**config.mk**
```make
export PLATFORM = sky130hd
export DESIGN_NAME = afr_host
export DESIGN_NICKNAME = d
export VERILOG_FILES = /design/src/hdl/afr_pkg.sv /design/src/hdl/afr_host.sv
export VERILOG_INCLUDE_DIRS = /design/src /design/src/hdl
export SDC_FILE = /design/constraint.sdc
export NUM_CORES = 1
export LEC_CHECK = 0
export BUFFER_PORTS_ARGS = -buffer_cell sky130_fd_sc_hd__buf_2
export CORE_MARGIN = 3
export CORE_UTILIZATION = 55
export DETAILED_ROUTE_END_ITERATION = 6
export PLACE_DENSITY = 0.75
export SLEW_MARGIN = 20
export SYNTH_ARGS = -nofsm -noshare
export SYNTH_HDL_FRONTEND = slang
export SYNTH_SLANG_ARGS = --single-unit
```
**constraint.sdc**
```tcl
create_clock -name ref_clk_i -period 4.8 [get_ports ref_clk_i]
set_input_delay 0.96 -clock ref_clk_i [delete_from_list [all_inputs] [get_ports ref_clk_i]]
set_output_delay 0.96 -clock ref_clk_i [all_outputs]
set_load 0.1 [all_outputs]
```
**src/hdl/afr_defines.svh**
```systemverilog
// Constants for the amplifier fault report aggregator host controller.
//
// Behaviour
// - Warning low: shutdown low is temperature/current error, high is warning only.
// - Warning high with shutdown low decodes as undervoltage lockout or current error.
// - Warning high with shutdown high decodes as normal operation.
// - Host may attenuate or stop secondary channels on repeated secondary faults.
`ifndef AFR_DEFINES_SVH
`define AFR_DEFINES_SVH

// ----------------------------------------------------------------------------
// Clock and timing
// ----------------------------------------------------------------------------
`define AFR_REF_CLK_KHZ      200000
`define AFR_FAULT_WINDOW_MS  100
`define AFR_FAULT_WINDOW_CYC (`AFR_FAULT_WINDOW_MS * `AFR_REF_CLK_KHZ)

// ----------------------------------------------------------------------------
// Counts and field positions
// ----------------------------------------------------------------------------
`define AFR_COUNT_W          8
`define AFR_TIMER_W          32
`define AFR_REDUCE_LIMIT     3
`define AFR_OFF_LIMIT        6
`define AFR_LINE_WARN        2
`define AFR_LINE_PRI         1
`define AFR_LINE_SEC         0

// ----------------------------------------------------------------------------
// Reset values
// ----------------------------------------------------------------------------
`define AFR_LINES_IDLE       3'h7
`define AFR_MODE_AUTO        3'h0

`endif

```
**src/hdl/afr_pkg.sv**
```systemverilog
// Types for the amplifier fault report aggregator host controller.
`default_nettype none
`include "afr_defines.svh"

package afr_pkg;

  // --------------------------------------------------------------------------
  // Decoded device condition, one-hot
  // --------------------------------------------------------------------------
  typedef enum logic [3:0] {
    COND_NORMAL       = 4'h1,
    COND_TEMP_WARN    = 4'h2,
    COND_TEMP_CUR_ERR = 4'h4,
    COND_UVLO_CUR_ERR = 4'h8
  } afr_cond_t;

  // --------------------------------------------------------------------------
  // Secondary channel policy
  // --------------------------------------------------------------------------
  typedef enum logic [2:0] {
    SEC_RUN     = 3'h1,
    SEC_REDUCED = 3'h2,
    SEC_OFF     = 3'h4
  } afr_sec_state_t;

  // Fault lines, all active low: warn, primary, secondary
  typedef struct packed {
    logic warn_n;
    logic pri_n;
    logic sec_n;
  } afr_lines_t;

  typedef struct packed {
    afr_lines_t                 sync1;
    afr_lines_t                 sync2;
    afr_lines_t                 prev;
    afr_cond_t                  pri_cond;
    afr_cond_t                  sec_cond;
    logic                       warn_active;
    logic                       pri_event;
    logic                       sec_event;
    logic [`AFR_COUNT_W-1:0]    pri_count;
    logic [`AFR_COUNT_W-1:0]    sec_count;
    logic [`AFR_COUNT_W-1:0]    win_faults;
    logic [`AFR_TIMER_W-1:0]    win_timer;
    afr_sec_state_t             sec_state;
    logic                       sec_reduce;
    logic                       sec_off;
    logic [2:0]                 mode_select;
  } afr_state_t;

endpackage : afr_pkg

`default_nettype wire

```
**src/hdl/afr_host.sv**
```systemverilog
// Host controller that watches and decodes the amplifier fault report lines.
`timescale 1ns/100ps
`default_nettype none
`include "afr_defines.svh"

module afr_host #(
  parameter int unsigned WINDOW_CYCLES = `AFR_FAULT_WINDOW_CYC,
  parameter int unsigned REDUCE_LIMIT  = `AFR_REDUCE_LIMIT,
  parameter int unsigned OFF_LIMIT     = `AFR_OFF_LIMIT
) (
  // Clock and reset
  input  wire logic                    ref_clk_i,
  input  wire logic                    arst_n_i,
  // Fault lines from the power stages, asynchronous, active low
  input  wire logic                    temp_warning_n_i,
  input  wire logic                    primary_shutdown_n_i,
  input  wire logic                    secondary_shutdown_n_i,
  // Host side control
  input  wire logic                    policy_clear_i,
  // Mode selects to the stages
  output logic                         mode_select_a_o,
  output logic                         mode_select_b_o,
  output logic                         mode_select_c_o,
  // Decoded conditions
  output afr_pkg::afr_cond_t           primary_cond_o,
  output afr_pkg::afr_cond_t           secondary_cond_o,
  output logic                         temp_warning_o,
  // Fault report events and counts
  output logic                         primary_fault_pulse_o,
  output logic                         secondary_fault_pulse_o,
  output logic [`AFR_COUNT_W-1:0]      primary_fault_count_o,
  output logic [`AFR_COUNT_W-1:0]      secondary_fault_count_o,
  // Secondary channel policy
  output logic                         secondary_reduce_o,
  output logic                         secondary_off_o
);

  // --------------------------------------------------------------------------
  // Elaboration checks
  // --------------------------------------------------------------------------
  localparam int unsigned COUNT_MAX = (1 << `AFR_COUNT_W) - 1;

  if (WINDOW_CYCLES < 1) begin : g_bad_window
    $error("WINDOW_CYCLES must be at least one");
  end
  if (REDUCE_LIMIT < 1 || OFF_LIMIT <= REDUCE_LIMIT || OFF_LIMIT > COUNT_MAX) begin : g_bad_lim
    $error("Need 1 <= REDUCE_LIMIT < OFF_LIMIT <= counter maximum");
  end

  localparam logic [`AFR_TIMER_W-1:0] WIN_LOAD   = `AFR_TIMER_W'(WINDOW_CYCLES - 1);
  localparam logic [`AFR_COUNT_W-1:0] REDUCE_CNT = `AFR_COUNT_W'(REDUCE_LIMIT);
  localparam logic [`AFR_COUNT_W-1:0] OFF_CNT    = `AFR_COUNT_W'(OFF_LIMIT);
  localparam logic [`AFR_COUNT_W-1:0] CNT_ONE    = `AFR_COUNT_W'(1);
  localparam logic [`AFR_COUNT_W-1:0] CNT_FULL   = `AFR_COUNT_W'(COUNT_MAX);

  // --------------------------------------------------------------------------
  // Decode of the warning and group shutdown pair
  // --------------------------------------------------------------------------
  function automatic afr_pkg::afr_cond_t decode_cond(input logic warn_n,
                                                     input logic group_shutdown_n);
    afr_pkg::afr_cond_t cond;
    case ({warn_n, group_shutdown_n})
      2'h0:    cond = afr_pkg::COND_TEMP_CUR_ERR;
      2'h1:    cond = afr_pkg::COND_TEMP_WARN;
      2'h2:    cond = afr_pkg::COND_UVLO_CUR_ERR;
      default: cond = afr_pkg::COND_NORMAL;
    endcase
    return cond;
  endfunction : decode_cond

  // Saturating so a long fault storm cannot wrap back to a small count
  function automatic logic [`AFR_COUNT_W-1:0] count_up(input logic [`AFR_COUNT_W-1:0] cnt);
    return (cnt == CNT_FULL) ? cnt : cnt + CNT_ONE;
  endfunction : count_up

  // --------------------------------------------------------------------------
  // State
  // --------------------------------------------------------------------------
  afr_pkg::afr_state_t state;
  afr_pkg::afr_state_t next_state;
  afr_pkg::afr_lines_t pins;

  // Sync stages reset to the idle high level, so that a release alone
  // never looks like a falling line and counts a false report
  localparam afr_pkg::afr_state_t STATE_RESET = '{
    sync1:       `AFR_LINES_IDLE,
    sync2:       `AFR_LINES_IDLE,
    prev:        `AFR_LINES_IDLE,
    pri_cond:    afr_pkg::COND_NORMAL,
    sec_cond:    afr_pkg::COND_NORMAL,
    warn_active: 1'h0,
    pri_event:   1'h0,
    sec_event:   1'h0,
    pri_count:   `AFR_COUNT_W'h0,
    sec_count:   `AFR_COUNT_W'h0,
    win_faults:  `AFR_COUNT_W'h0,
    win_timer:   `AFR_TIMER_W'h0,
    sec_state:   afr_pkg::SEC_RUN,
    sec_reduce:  1'h0,
    sec_off:     1'h0,
    mode_select: `AFR_MODE_AUTO
  };

  // Lines are wired-OR open-drain; the host only listens, never drives them
  assign pins.warn_n = temp_warning_n_i;
  assign pins.pri_n  = primary_shutdown_n_i;
  assign pins.sec_n  = secondary_shutdown_n_i;

  // --------------------------------------------------------------------------
  // Next state
  // --------------------------------------------------------------------------
  always_comb begin
    logic                    pri_fall;
    logic                    sec_fall;
    logic                    win_end;
    logic [`AFR_COUNT_W-1:0] win_next;
    pri_fall = 1'h0;
    sec_fall = 1'h0;
    win_end  = 1'h0;
    win_next = `AFR_COUNT_W'h0;
    next_state = state;

    next_state.sync1 = pins;
    next_state.sync2 = state.sync1;
    next_state.prev  = state.sync2;
    // All selects low: stages restart on their own after a fault
    next_state.mode_select = `AFR_MODE_AUTO;

    next_state.pri_cond    = decode_cond(state.sync2.warn_n, state.sync2.pri_n);
    next_state.sec_cond    = decode_cond(state.sync2.warn_n, state.sync2.sec_n);
    next_state.warn_active = ~state.sync2.warn_n;

    // A stage in auto recovery reports with a short low pulse; count its start
    pri_fall = state.prev.pri_n & ~state.sync2.pri_n;
    sec_fall = state.prev.sec_n & ~state.sync2.sec_n;
    next_state.pri_event = pri_fall;
    next_state.sec_event = sec_fall;

    // New report wins over a clear in the same cycle,
    // so that a fault is never lost to a clear
    if (pri_fall) begin
      next_state.pri_count = policy_clear_i ? CNT_ONE : count_up(state.pri_count);
    end else if (policy_clear_i) begin
      next_state.pri_count = `AFR_COUNT_W'h0;
    end
    if (sec_fall) begin
      next_state.sec_count = policy_clear_i ? CNT_ONE : count_up(state.sec_count);
    end else if (policy_clear_i) begin
      next_state.sec_count = `AFR_COUNT_W'h0;
    end

    // Repeat window: reports are only "repeated" if they fall in one window
    // Free-running window is cheap, but a burst that straddles its end is
    // split in two and must run longer before the policy reacts
    win_end = (state.win_timer == `AFR_TIMER_W'h0);
    next_state.win_timer = win_end ? WIN_LOAD : state.win_timer - `AFR_TIMER_W'h1;
    if (win_end || policy_clear_i) begin
      win_next = sec_fall ? CNT_ONE : `AFR_COUNT_W'h0;
    end else begin
      win_next = sec_fall ? count_up(state.win_faults) : state.win_faults;
    end
    next_state.win_faults = win_next;

    // Primary channels are never touched by this policy
    case (state.sec_state)
      afr_pkg::SEC_RUN: begin
        if (win_next >= OFF_CNT) begin
          next_state.sec_state = afr_pkg::SEC_OFF;
        end else if (win_next >= REDUCE_CNT) begin
          next_state.sec_state = afr_pkg::SEC_REDUCED;
        end
      end
      afr_pkg::SEC_REDUCED: begin
        if (win_next >= OFF_CNT) begin
          next_state.sec_state = afr_pkg::SEC_OFF;
        end else if (policy_clear_i) begin
          next_state.sec_state = afr_pkg::SEC_RUN;
        end
      end
      afr_pkg::SEC_OFF: begin
        if (policy_clear_i) begin
          next_state.sec_state = afr_pkg::SEC_RUN;
        end
      end
      default: begin
        next_state.sec_state = afr_pkg::SEC_RUN;
      end
    endcase
    next_state.sec_reduce = (next_state.sec_state == afr_pkg::SEC_REDUCED);
    next_state.sec_off    = (next_state.sec_state == afr_pkg::SEC_OFF);
  end

  // --------------------------------------------------------------------------
  // Register
  // --------------------------------------------------------------------------
  always_ff @(posedge ref_clk_i or negedge arst_n_i) begin
    if (!arst_n_i) begin
      state <= STATE_RESET;
    end else begin
      state <= next_state;
    end
  end

  // --------------------------------------------------------------------------
  // Outputs, all straight from the state register
  // --------------------------------------------------------------------------
  assign mode_select_a_o         = state.mode_select[2];
  assign mode_select_b_o         = state.mode_select[1];
  assign mode_select_c_o         = state.mode_select[0];
  assign primary_cond_o          = state.pri_cond;
  assign secondary_cond_o        = state.sec_cond;
  assign temp_warning_o          = state.warn_active;
  assign primary_fault_pulse_o   = state.pri_event;
  assign secondary_fault_pulse_o = state.sec_event;
  assign primary_fault_count_o   = state.pri_count;
  assign secondary_fault_count_o = state.sec_count;
  assign secondary_reduce_o      = state.sec_reduce;
  assign secondary_off_o         = state.sec_off;

endmodule : afr_host

`default_nettype wire

```
### Word level (Yosys, flattened, before mapping)

Index checks and enable logic that the tools add are counted.

| operators by class | value |
|---|---|
| equal/unequal tests | 14 |
| muxes and demuxes | 19 |
| reductions and logical operators | 8 |
| $add $sub $neg | 4 |
| magnitude comparators | 2 |
| bitwise gates (word level) | 5 |

Operator list:

| operator | number |
|---|---|
| 2-to-1 mux 8 bit | 10 |
| logical NOT 32 bit | 1 |
| 2-to-1 mux 32 bit | 1 |
| subtractor 32 x 1 -> 32 bit (second input constant) | 1 |
| adder 8 x 1 -> 8 bit (second input constant) | 3 |
| equality test 8 bit (second input constant) | 3 |
| one-hot mux 4 bit (3 select lines) | 2 |
| 2-to-1 mux 3 bit | 4 |
| one-hot mux 3 bit (3 select lines) | 1 |
| >= comparator 8 x 2 -> 1 bit (second input constant) | 1 |
| >= comparator 8 x 3 -> 1 bit (second input constant) | 1 |
| equality test 3 x 2 -> 1 bit (second input constant) | 2 |
| equality test 3 bit (second input constant) | 2 |
| equality test 2 x 1 -> 1 bit (second input constant) | 2 |
| equality test 2 bit (second input constant) | 2 |
| logical NOT 2 bit | 2 |
| inequality test 2 bit (second input constant) | 2 |
| AND reduction 2 bit | 2 |
| nonzero test 2 bit | 2 |
| equality test 3 x 1 -> 1 bit (second input constant) | 1 |
| inverter 1 bit | 3 |
| bitwise AND 1 bit | 2 |
| logical OR 1 bit | 1 |
| 2-to-1 mux 1 bit | 1 |

| word-level totals | value |
|---|---|
| flip-flop bits (word level) | 80 |
| bits of input ports | 6 |
| output and inout bits | 32 |
| logic and storage cells | 72 |

### Depth between registers and ports, before layout

Gate-level depths: netlist of the first run.

| depth | value |
|---|---|
| depth in word-level cells | 9 |
| depth in mapped cells | 9 |
| depth with buffers taken out | 7 |

### Worst setup path before layout of the first run

Ideal clock, no wire load.

| timing path | value |
|---|---|
| path kind | register -> register |
| start point | register state[8] in the netlist's numbering |
| end point | register state[40] in the netlist's numbering |
| data arrival time | 2364 ps |
| buffers on the path | 2 |
| cell stages (with the launch flop) | 10 |
| setup slack | 2359 ps |
| clock period less this slack | 2441 ps |
| data required time | 4723 ps |
| library setup time | 77 ps |
| path through | dfrtp_1 -> inv_1 -> ha_1 -> or4b_1 -> buf_2 -> nor4b_4 -> a41o_1 -> buf_6 -> mux2_1 -> o21ai_1 |

RTL lines:

| item | line | text |
|---|---|---|
| start, declared | afr_host.sv:79 | `afr_pkg::afr_state_t state;` |
| start signal, assigned | afr_host.sv:200 | `state <= next_state;` |

==> results of run 1 <==
[power breakdown]
group / internal [W] / switching (W) / leakage (nW) / total, W
Sequential: 0.000692 / 0.0000134 / 0.995 / 0.000705
Clock: 0.000262 / 0.000259 / 0.105 / 0.000520
Combinational: 0.0000226 / 0.000110 / 0.744 / 0.000132
[per-layer routing]
metal,vias to the layer above,GRT usage [%]
met1,1314,23.8
met3,12,3.58
met5,-,0
li1,1322,-
met4,0,8.55
met2,60,27.6
[how the worst max path moves through the flow]
stage / slack, ns / endpoint / cells after the start / from
after CTS: 1.91 / state[37]$_DFF_PN0_ / 7 / state[8]$_DFF_PN0_
after global routing: 1.73 / state[37]$_DFF_PN0_ / 7 / state[8]$_DFF_PN0_
after detailed placement: 1.92 / state[37]$_DFF_PN0_ / 7 / state[8]$_DFF_PN0_
final: 1.92 / state[37]$_DFF_PN0_ / 7 / state[8]$_DFF_PN0_
after global placement: 2.03 / state[37]$_DFF_PN0_ / 7 / state[8]$_DFF_PN0_
after floorplan: 2.36 / state[40]$_DFF_PN0_ / 9 / state[8]$_DFF_PN0_
[logic make-up (layout without fill, tap and decap cells)]
logic type / count (synthesis) / count (layout) / share of synthesized area [%]
flip-flops: 80 / 80 / 51.6
other: 1 / 3 / 0.0959
buffers and inverters: 42 / 56 / 7.01
AO/OA/AOI/OAI: 38 / 38 / 6.24
adder cells (fa/ha/maj): 4 / 4 / 1.28
multiplexers: 9 / 9 / 2.43
XOR/XNOR: 37 / 37 / 8.29
AND/OR/NAND/NOR: 168 / 168 / 23.1
[state kept, by name, indices dropped and copies added (netlist names), 4 cells and up]
| register | count |
|---|---|
| state | 45 |
| primary_fault_count_o | 8 |
| secondary_fault_count_o | 8 |
| next_state | 6 |
| primary_cond_o | 4 |
| secondary_cond_o | 4 |
[cell type report]
type	count	share of cell area, %
Clock buffer	10	3.30
Clock inverter	6	1.80
Inverter	6	0.540
Multi-Input combinational cell	259	39.0
Sequential cell	80	48.3
Tap cell	96	2.88
Timing Repair Buffer	34	4.14
[synthesized netlist by cell type (all sizes together), types with 2 or more instances]
| master | count |
|---|---|
| buf | 32 |
| or4b | 2 |
| nor4b | 3 |
| xor2 | 20 |
| nor4 | 7 |
| and3 | 3 |
| nand4 | 10 |
| and2 | 3 |
| nand3 | 13 |
| dfstp | 11 |
| o211ai | 3 |
| nand2b | 4 |
| o21a | 3 |
| a21oi | 8 |
| nor2b | 4 |
| or3 | 9 |
| a31oi | 3 |
| o31ai | 2 |
| xnor2 | 17 |
| and4 | 5 |
| o21ai | 10 |
| dfrtp | 69 |
| mux2 | 4 |
| nor2 | 53 |
| inv | 5 |
| clkbuf | 4 |
| or4 | 4 |
| ha | 4 |
| a2bb2oi | 2 |
| nor3 | 17 |
| mux2i | 5 |
| nand2 | 23 |
| nand3b | 3 |
[per-stage QoR]
step	std cells	util, %	hold WS (ns)	power [W]
final	491	61.1	0.360	0.00136
after global routing	491	61.1	0.369	0.00142
after CTS	491	61.1	0.360	0.00137
after detailed placement	475	57.9	0.347	0.000853
after global placement	475	57.9	0.346	0.000850
after floorplan	381	-	0.345	0.000831
[worst max-delay path, cell delays in order (launching register included)]
cell and delay (ns):
dfrtp_1 0.41, inv_1 0.07, ha_1 0.20, or4b_1 0.60, nor4b_4 0.51, and4_1 0.61
nor2_1 0.09, mux2_2 0.29
==> impl_metrics.tcl, run 1 <==
set metrics [dict create \
    outcome "complete, no violations" \
    wl_mm 6.72 \
    synth.distinct_cells 54 \
    dr_total_vias 2708 \
    syn-cell-area_mm2 0.00391 \
    ys_warn_count 0 \
    synthFlopType "dfrtp_1" \
    syn2layout_area_growth_pct 6.69 \
    power_leakage_nw 1.84 \
    maxSlewViolCount 0 \
    drt_first_pass_iters 4 \
    hold_depth 0 \
    wl_met2_mm 3.18 \
    timing.final.ws_setup_ns 1.92 \
    cts_hold_buf 0 \
    hold_end "next_state[77]$_DFF_PN1_" \
    finalInstanceArea_mm2 0.00417 \
    register_area_mm2 0.00202 \
    critPathLaunchType "flip-flop" \
    worstPathRequired_ns 5.04 \
    fill_cells 578 \
    grt_max_degree 81 \
    start_util_pct 57.2 \
    grt_pass1_vias 2498 \
    ant_nets 0 \
    cts_num_sinks 80 \
    synth_top_cell_area_share_pct 44.2 \
    route.met3.wl_um 263 \
    row_count 30 \
    track_usage_pct 17.7 \
    ys_seq_elements 80 \
    fp.dieW_um 90.3 \
    grt_overflow_total 0 \
    dp_slack_ns 1.92 \
    syn_inst 379 \
    final_common_cell "dfrtp_1" \
    wire_per_inst_um 13.7 \
    cts_tree "done" \
    ff2ff_setup_slack_ns 1.92 \
    synth-edff-count 0 \
    ff2ff_path_depth 7 \
    gp_congestion 0.874 \
    end_kind "flip-flop" \
    fp.dieH_um 90.3 \
    worst_pin_slew_ns 0.948 \
    core_area_mm2 0.00683 \
    viasPerCell 5.52 \
    dp.final_hpwl_mm 4.61 \
    hold_class "flip-flop to flip-flop" \
    rsz0062_at_grt "false" \
    skew_ns 0.0102 \
    dieArea_mm2 0.00816 \
    ys_seq_area_share_pct 51.6 \
    slew_headroom_pct 36.8 \
    fin_nets 400 \
    setup.worst_path.class "flip-flop to flip-flop" \
    worstPathMaxFanout 15 \
    root_buffer "clkbuf_8" \
    cts.repair.resized 0 \
    post-route-drc-count 0 \
    yosysTopAreaCell "dfrtp_1" \
    finalSetupViolations 0 \
    ir_worst_vdd_v 0.000152 \
    max_freq_mhz 347 \
    final_cell_mix "dfrtp_1, nor2_1, buf_2, nand2_1, xor2_1" \
    hold_viol_final 0 \
    postCtsSetupBuffers 0 \
    num_antenna_cells 0 \
    placed_area_mm2 0.00396 \
    cts_made_buffers 9 \
    async_reset_ff_share_pct 100 \
    finalSetupTns_ns 0 \
    grt_pass1_wl_mm 11.6 \
    synthTopCellsByArea "dfrtp_1, dfstp_2, buf_4" \
    cellPowerDensity_mw_per_mm2 325 \
    io_buffers 34 \
    drive_gt1_share_pct 18.0 \
    htree_levels 3 \
    multi_input_area_mm2 0.00163 \
    r2r_end "state[37]$_DFF_PN0_" \
    highest_layer "met4" \
    avgSynthCellArea_um2 10.3 \
    clk_latency_ns 0.35 \
    r2r_start "state[8]$_DFF_PN0_" \
    drt_iter0_drc 182 \
    hp-start "next_state[80]$_DFF_PN1_" \
    top_level_ports 38 \
    arrival_ns 3.12 \
    fin_crit_ns 2.88 \
    wl_met1_mm 3.14 \
    clkTransAtPathRegs_ns 0.09 \
    antenna_found_initial 0 \
    period_share_pct 60.1 \
    maxCapViolCount 0 \
    clockBufferDepth 2 \
]
(Power assumes the default switching activity.)
==> run 2: changes to the inputs <==
--- a/config.mk
+++ b/config.mk
@@ -8,7 +8,7 @@
 export LEC_CHECK = 0
 export BUFFER_PORTS_ARGS = -buffer_cell sky130_fd_sc_hd__buf_2
 export CORE_MARGIN = 3
-export CORE_UTILIZATION = 55
+export CORE_UTILIZATION = 53
 export DETAILED_ROUTE_END_ITERATION = 6
 export PLACE_DENSITY = 0.75
 export SLEW_MARGIN = 20
==> constraint.sdc (replaced) <==
create_clock -name ref_clk_i -period 2.43 [get_ports ref_clk_i]
set_input_delay 0.486 -clock ref_clk_i [delete_from_list [all_inputs] [get_ports ref_clk_i]]
set_output_delay 0.486 -clock ref_clk_i [all_outputs]
set_load 0.1 [all_outputs]
==> impl_metrics.tcl, run 2 (same netlist as run 1, synthesis figures left out) <==
set metrics [dict create \
    antenna_found_initial 0 \
    clk_latency_ns 0.36 \
    dr_total_vias 2752 \
    ant_nets 0 \
    hold_viol_final 0 \
    wire_per_inst_um 14.3 \
    cts_num_sinks 80 \
    skew_ns 0.0122 \
    ir_worst_vdd_v 0.000337 \
    fp.dieW_um 91.9 \
    critPathLaunchType "flip-flop" \
    cts_tree "done" \
    viasPerCell 5.40 \
    grt_pass1_vias 2662 \
    final_common_cell "dfrtp_1" \
    start_util_pct 56.0 \
    dp.final_hpwl_mm 5.10 \
    worstPathMaxFanout 5 \
    final_util_pct 62.0 \
    end_kind "flip-flop" \
    rsz0062_at_grt "false" \
    grt.met3_usage_pct 5.41 \
    top_level_ports 38 \
    placed_cells 492 \
    wl_mm 7.27 \
    worst_pin_slew_ns 0.641 \
    placed_area_mm2 0.00410 \
    io_buffers 34 \
    drt_first_pass_iters 4 \
    slew_headroom_pct 57.0 \
    arrival_ns 2.55 \
    syn2layout_area_growth_pct 10.8 \
    post-route-drc-count 0 \
    htree_levels 3 \
    row_count 30 \
    worstPathCellList "inv_1 -> ha_1 -> or4b_4 -> buf_4 -> nor2_2 -> nand3_1 -> or3_1 -> a21oi_1" \
    root_buffer "clkbuf_8" \
    hold_class "primary input to asynchronous set/reset pin" \
    maxCapViolCount 0 \
    maxSlewViolCount 0 \
    cts_hold_buf 0 \
    grt_overflow_total 0 \
    fp.dieH_um 91.9 \
    finalSetupViolations 0 \
    fill_cells 586 \
    fin_crit_ns 2.28 \
    power_leakage_nw 1.95 \
    period_share_pct 94.0 \
    outcome "complete, no violations" \
    worst-path-buf-inv 2 \
    busiest_layer "met2" \
    gp_congestion 0.846 \
    drt_iter0_drc 138 \
    timing.final.ws_setup_ns 0.147 \
    grt_max_degree 45 \
    fin_nets 419 \
    num_antenna_cells 0 \
    core_area_mm2 0.00698 \
    cts_made_buffers 9 \
    cpMaxStageDelayCell "or4b_4" \
    dieArea_mm2 0.00844 \
    final_cell_mix "dfrtp_1, nor2_1, buf_2, nand2_1, xor2_1" \
    finalInstanceArea_mm2 0.00433 \
    instances_no_fill 510 \
    clkTransAtPathRegs_ns 0.09 \
    crit_path_max_incr_delay_ns 0.49 \
    clockBufferDepth 2 \
    cp_top_family "simple AND/OR/NAND/NOR gates" \
    grt_pass1_wl_mm 12.4 \
    finalSetupTns_ns 0 \
    worstPathRequired_ns 2.70 \
    track_usage_pct 18.4 \
    dp_slack_ns 0.0981 \
    largest_reg_flops 45 \
    drive_gt1_share_pct 22.7 \
    use_met1_pct 25.0 \
    max_freq_mhz 438 \
    met2_usage_pct 28.6 \
    setup.worst_path.class "flip-flop to flip-flop" \
    cellPowerDensity_mw_per_mm2 617 \
    regMostFlops "state" \
]
-- run 2: changes by cell type in the layout (fill, tap and decap cells not counted), sizes merged --
| cell | delta |
|---|---|
| buf | +19 |
| clkbuf | -1 |
| clkinv | +1 |
| clkinvlp | -1 |
| inv | +1 |
-- run 2: power by group --
part | switching, W | internal, W | leakage, nW
Sequential | 0.0000223 | 0.00137 | 0.995
Clock | 0.000514 | 0.000487 | 0.106
Combinational | 0.000224 | 0.0000564 | 0.848
-- run 2: metal layers --
metal / vias up / part of all wire (%)
met5: - / 0
met4: 0 / 0.85
met3: 6 / 4.3
met2: 56 / 48
met1: 1332 / 47
li1: 1358 / -
-- run 2: repair_timing --
item,CTS,global route
resized for setup,0,4
hold endpoints to repair,0,0
endpoints found under the setup margin,0,7
setup buffers,0,2
-- run 2: stage by stage --
stage,total power [W],hold slack [ns]
finish,0.00267,0.125
global route,0.00278,0.146
CTS,0.00269,0.132
detailed placement,0.00170,0.348
global placement,0.00169,0.346
floorplan,0.00164,0.190
-- run 2: cell type report --
type / instances / area, um^2 / share of cell area [%]
clock buffer: 9 / 124 / 2.86
clock inverter: 7 / 77.6 / 1.79
inverter: 6 / 22.5 / 0.520
multi-input combinational: 259 / 1640 / 38.0
sequential: 80 / 2020 / 46.5
tap: 96 / 120 / 2.77
timing repair buffer: 53 / 328 / 7.57
-- run 2: worst register-to-register path, stage by stage, from the launching register on --
cell and delay (ns):
dfrtp_1 0.41, inv_1 0.06, ha_1 0.18, or4b_4 0.49, buf_4 0.18, nor2_2 0.17
nand3_1 0.13, or3_1 0.38, a21oi_1 0.20
-- run 2: final timing paths --
path / cells after the start / slack, ns / end / startpoint
worst max-delay path: 8 / 0.15 / state[26]$_DFF_PN0_ / state[8]$_DFF_PN0_
worst min-delay path: 1 / 0.12 / state[18]$_DFF_PN0_ / arst_n_i
worst max register to register: 8 / 0.15 / state[26]$_DFF_PN0_ / state[8]$_DFF_PN0_
worst min register to register: 0 / 0.35 / next_state[76]$_DFF_PN1_ / next_state[79]$_DFF_PN1_
max in group asynchronous: 2 / 1.66 / secondary_cond_o[0]$_DFF_PN1_ / arst_n_i
min in group ref_clk_i: 1 / 0.23 / next_state[79]$_DFF_PN1_ / primary_shutdown_n_i
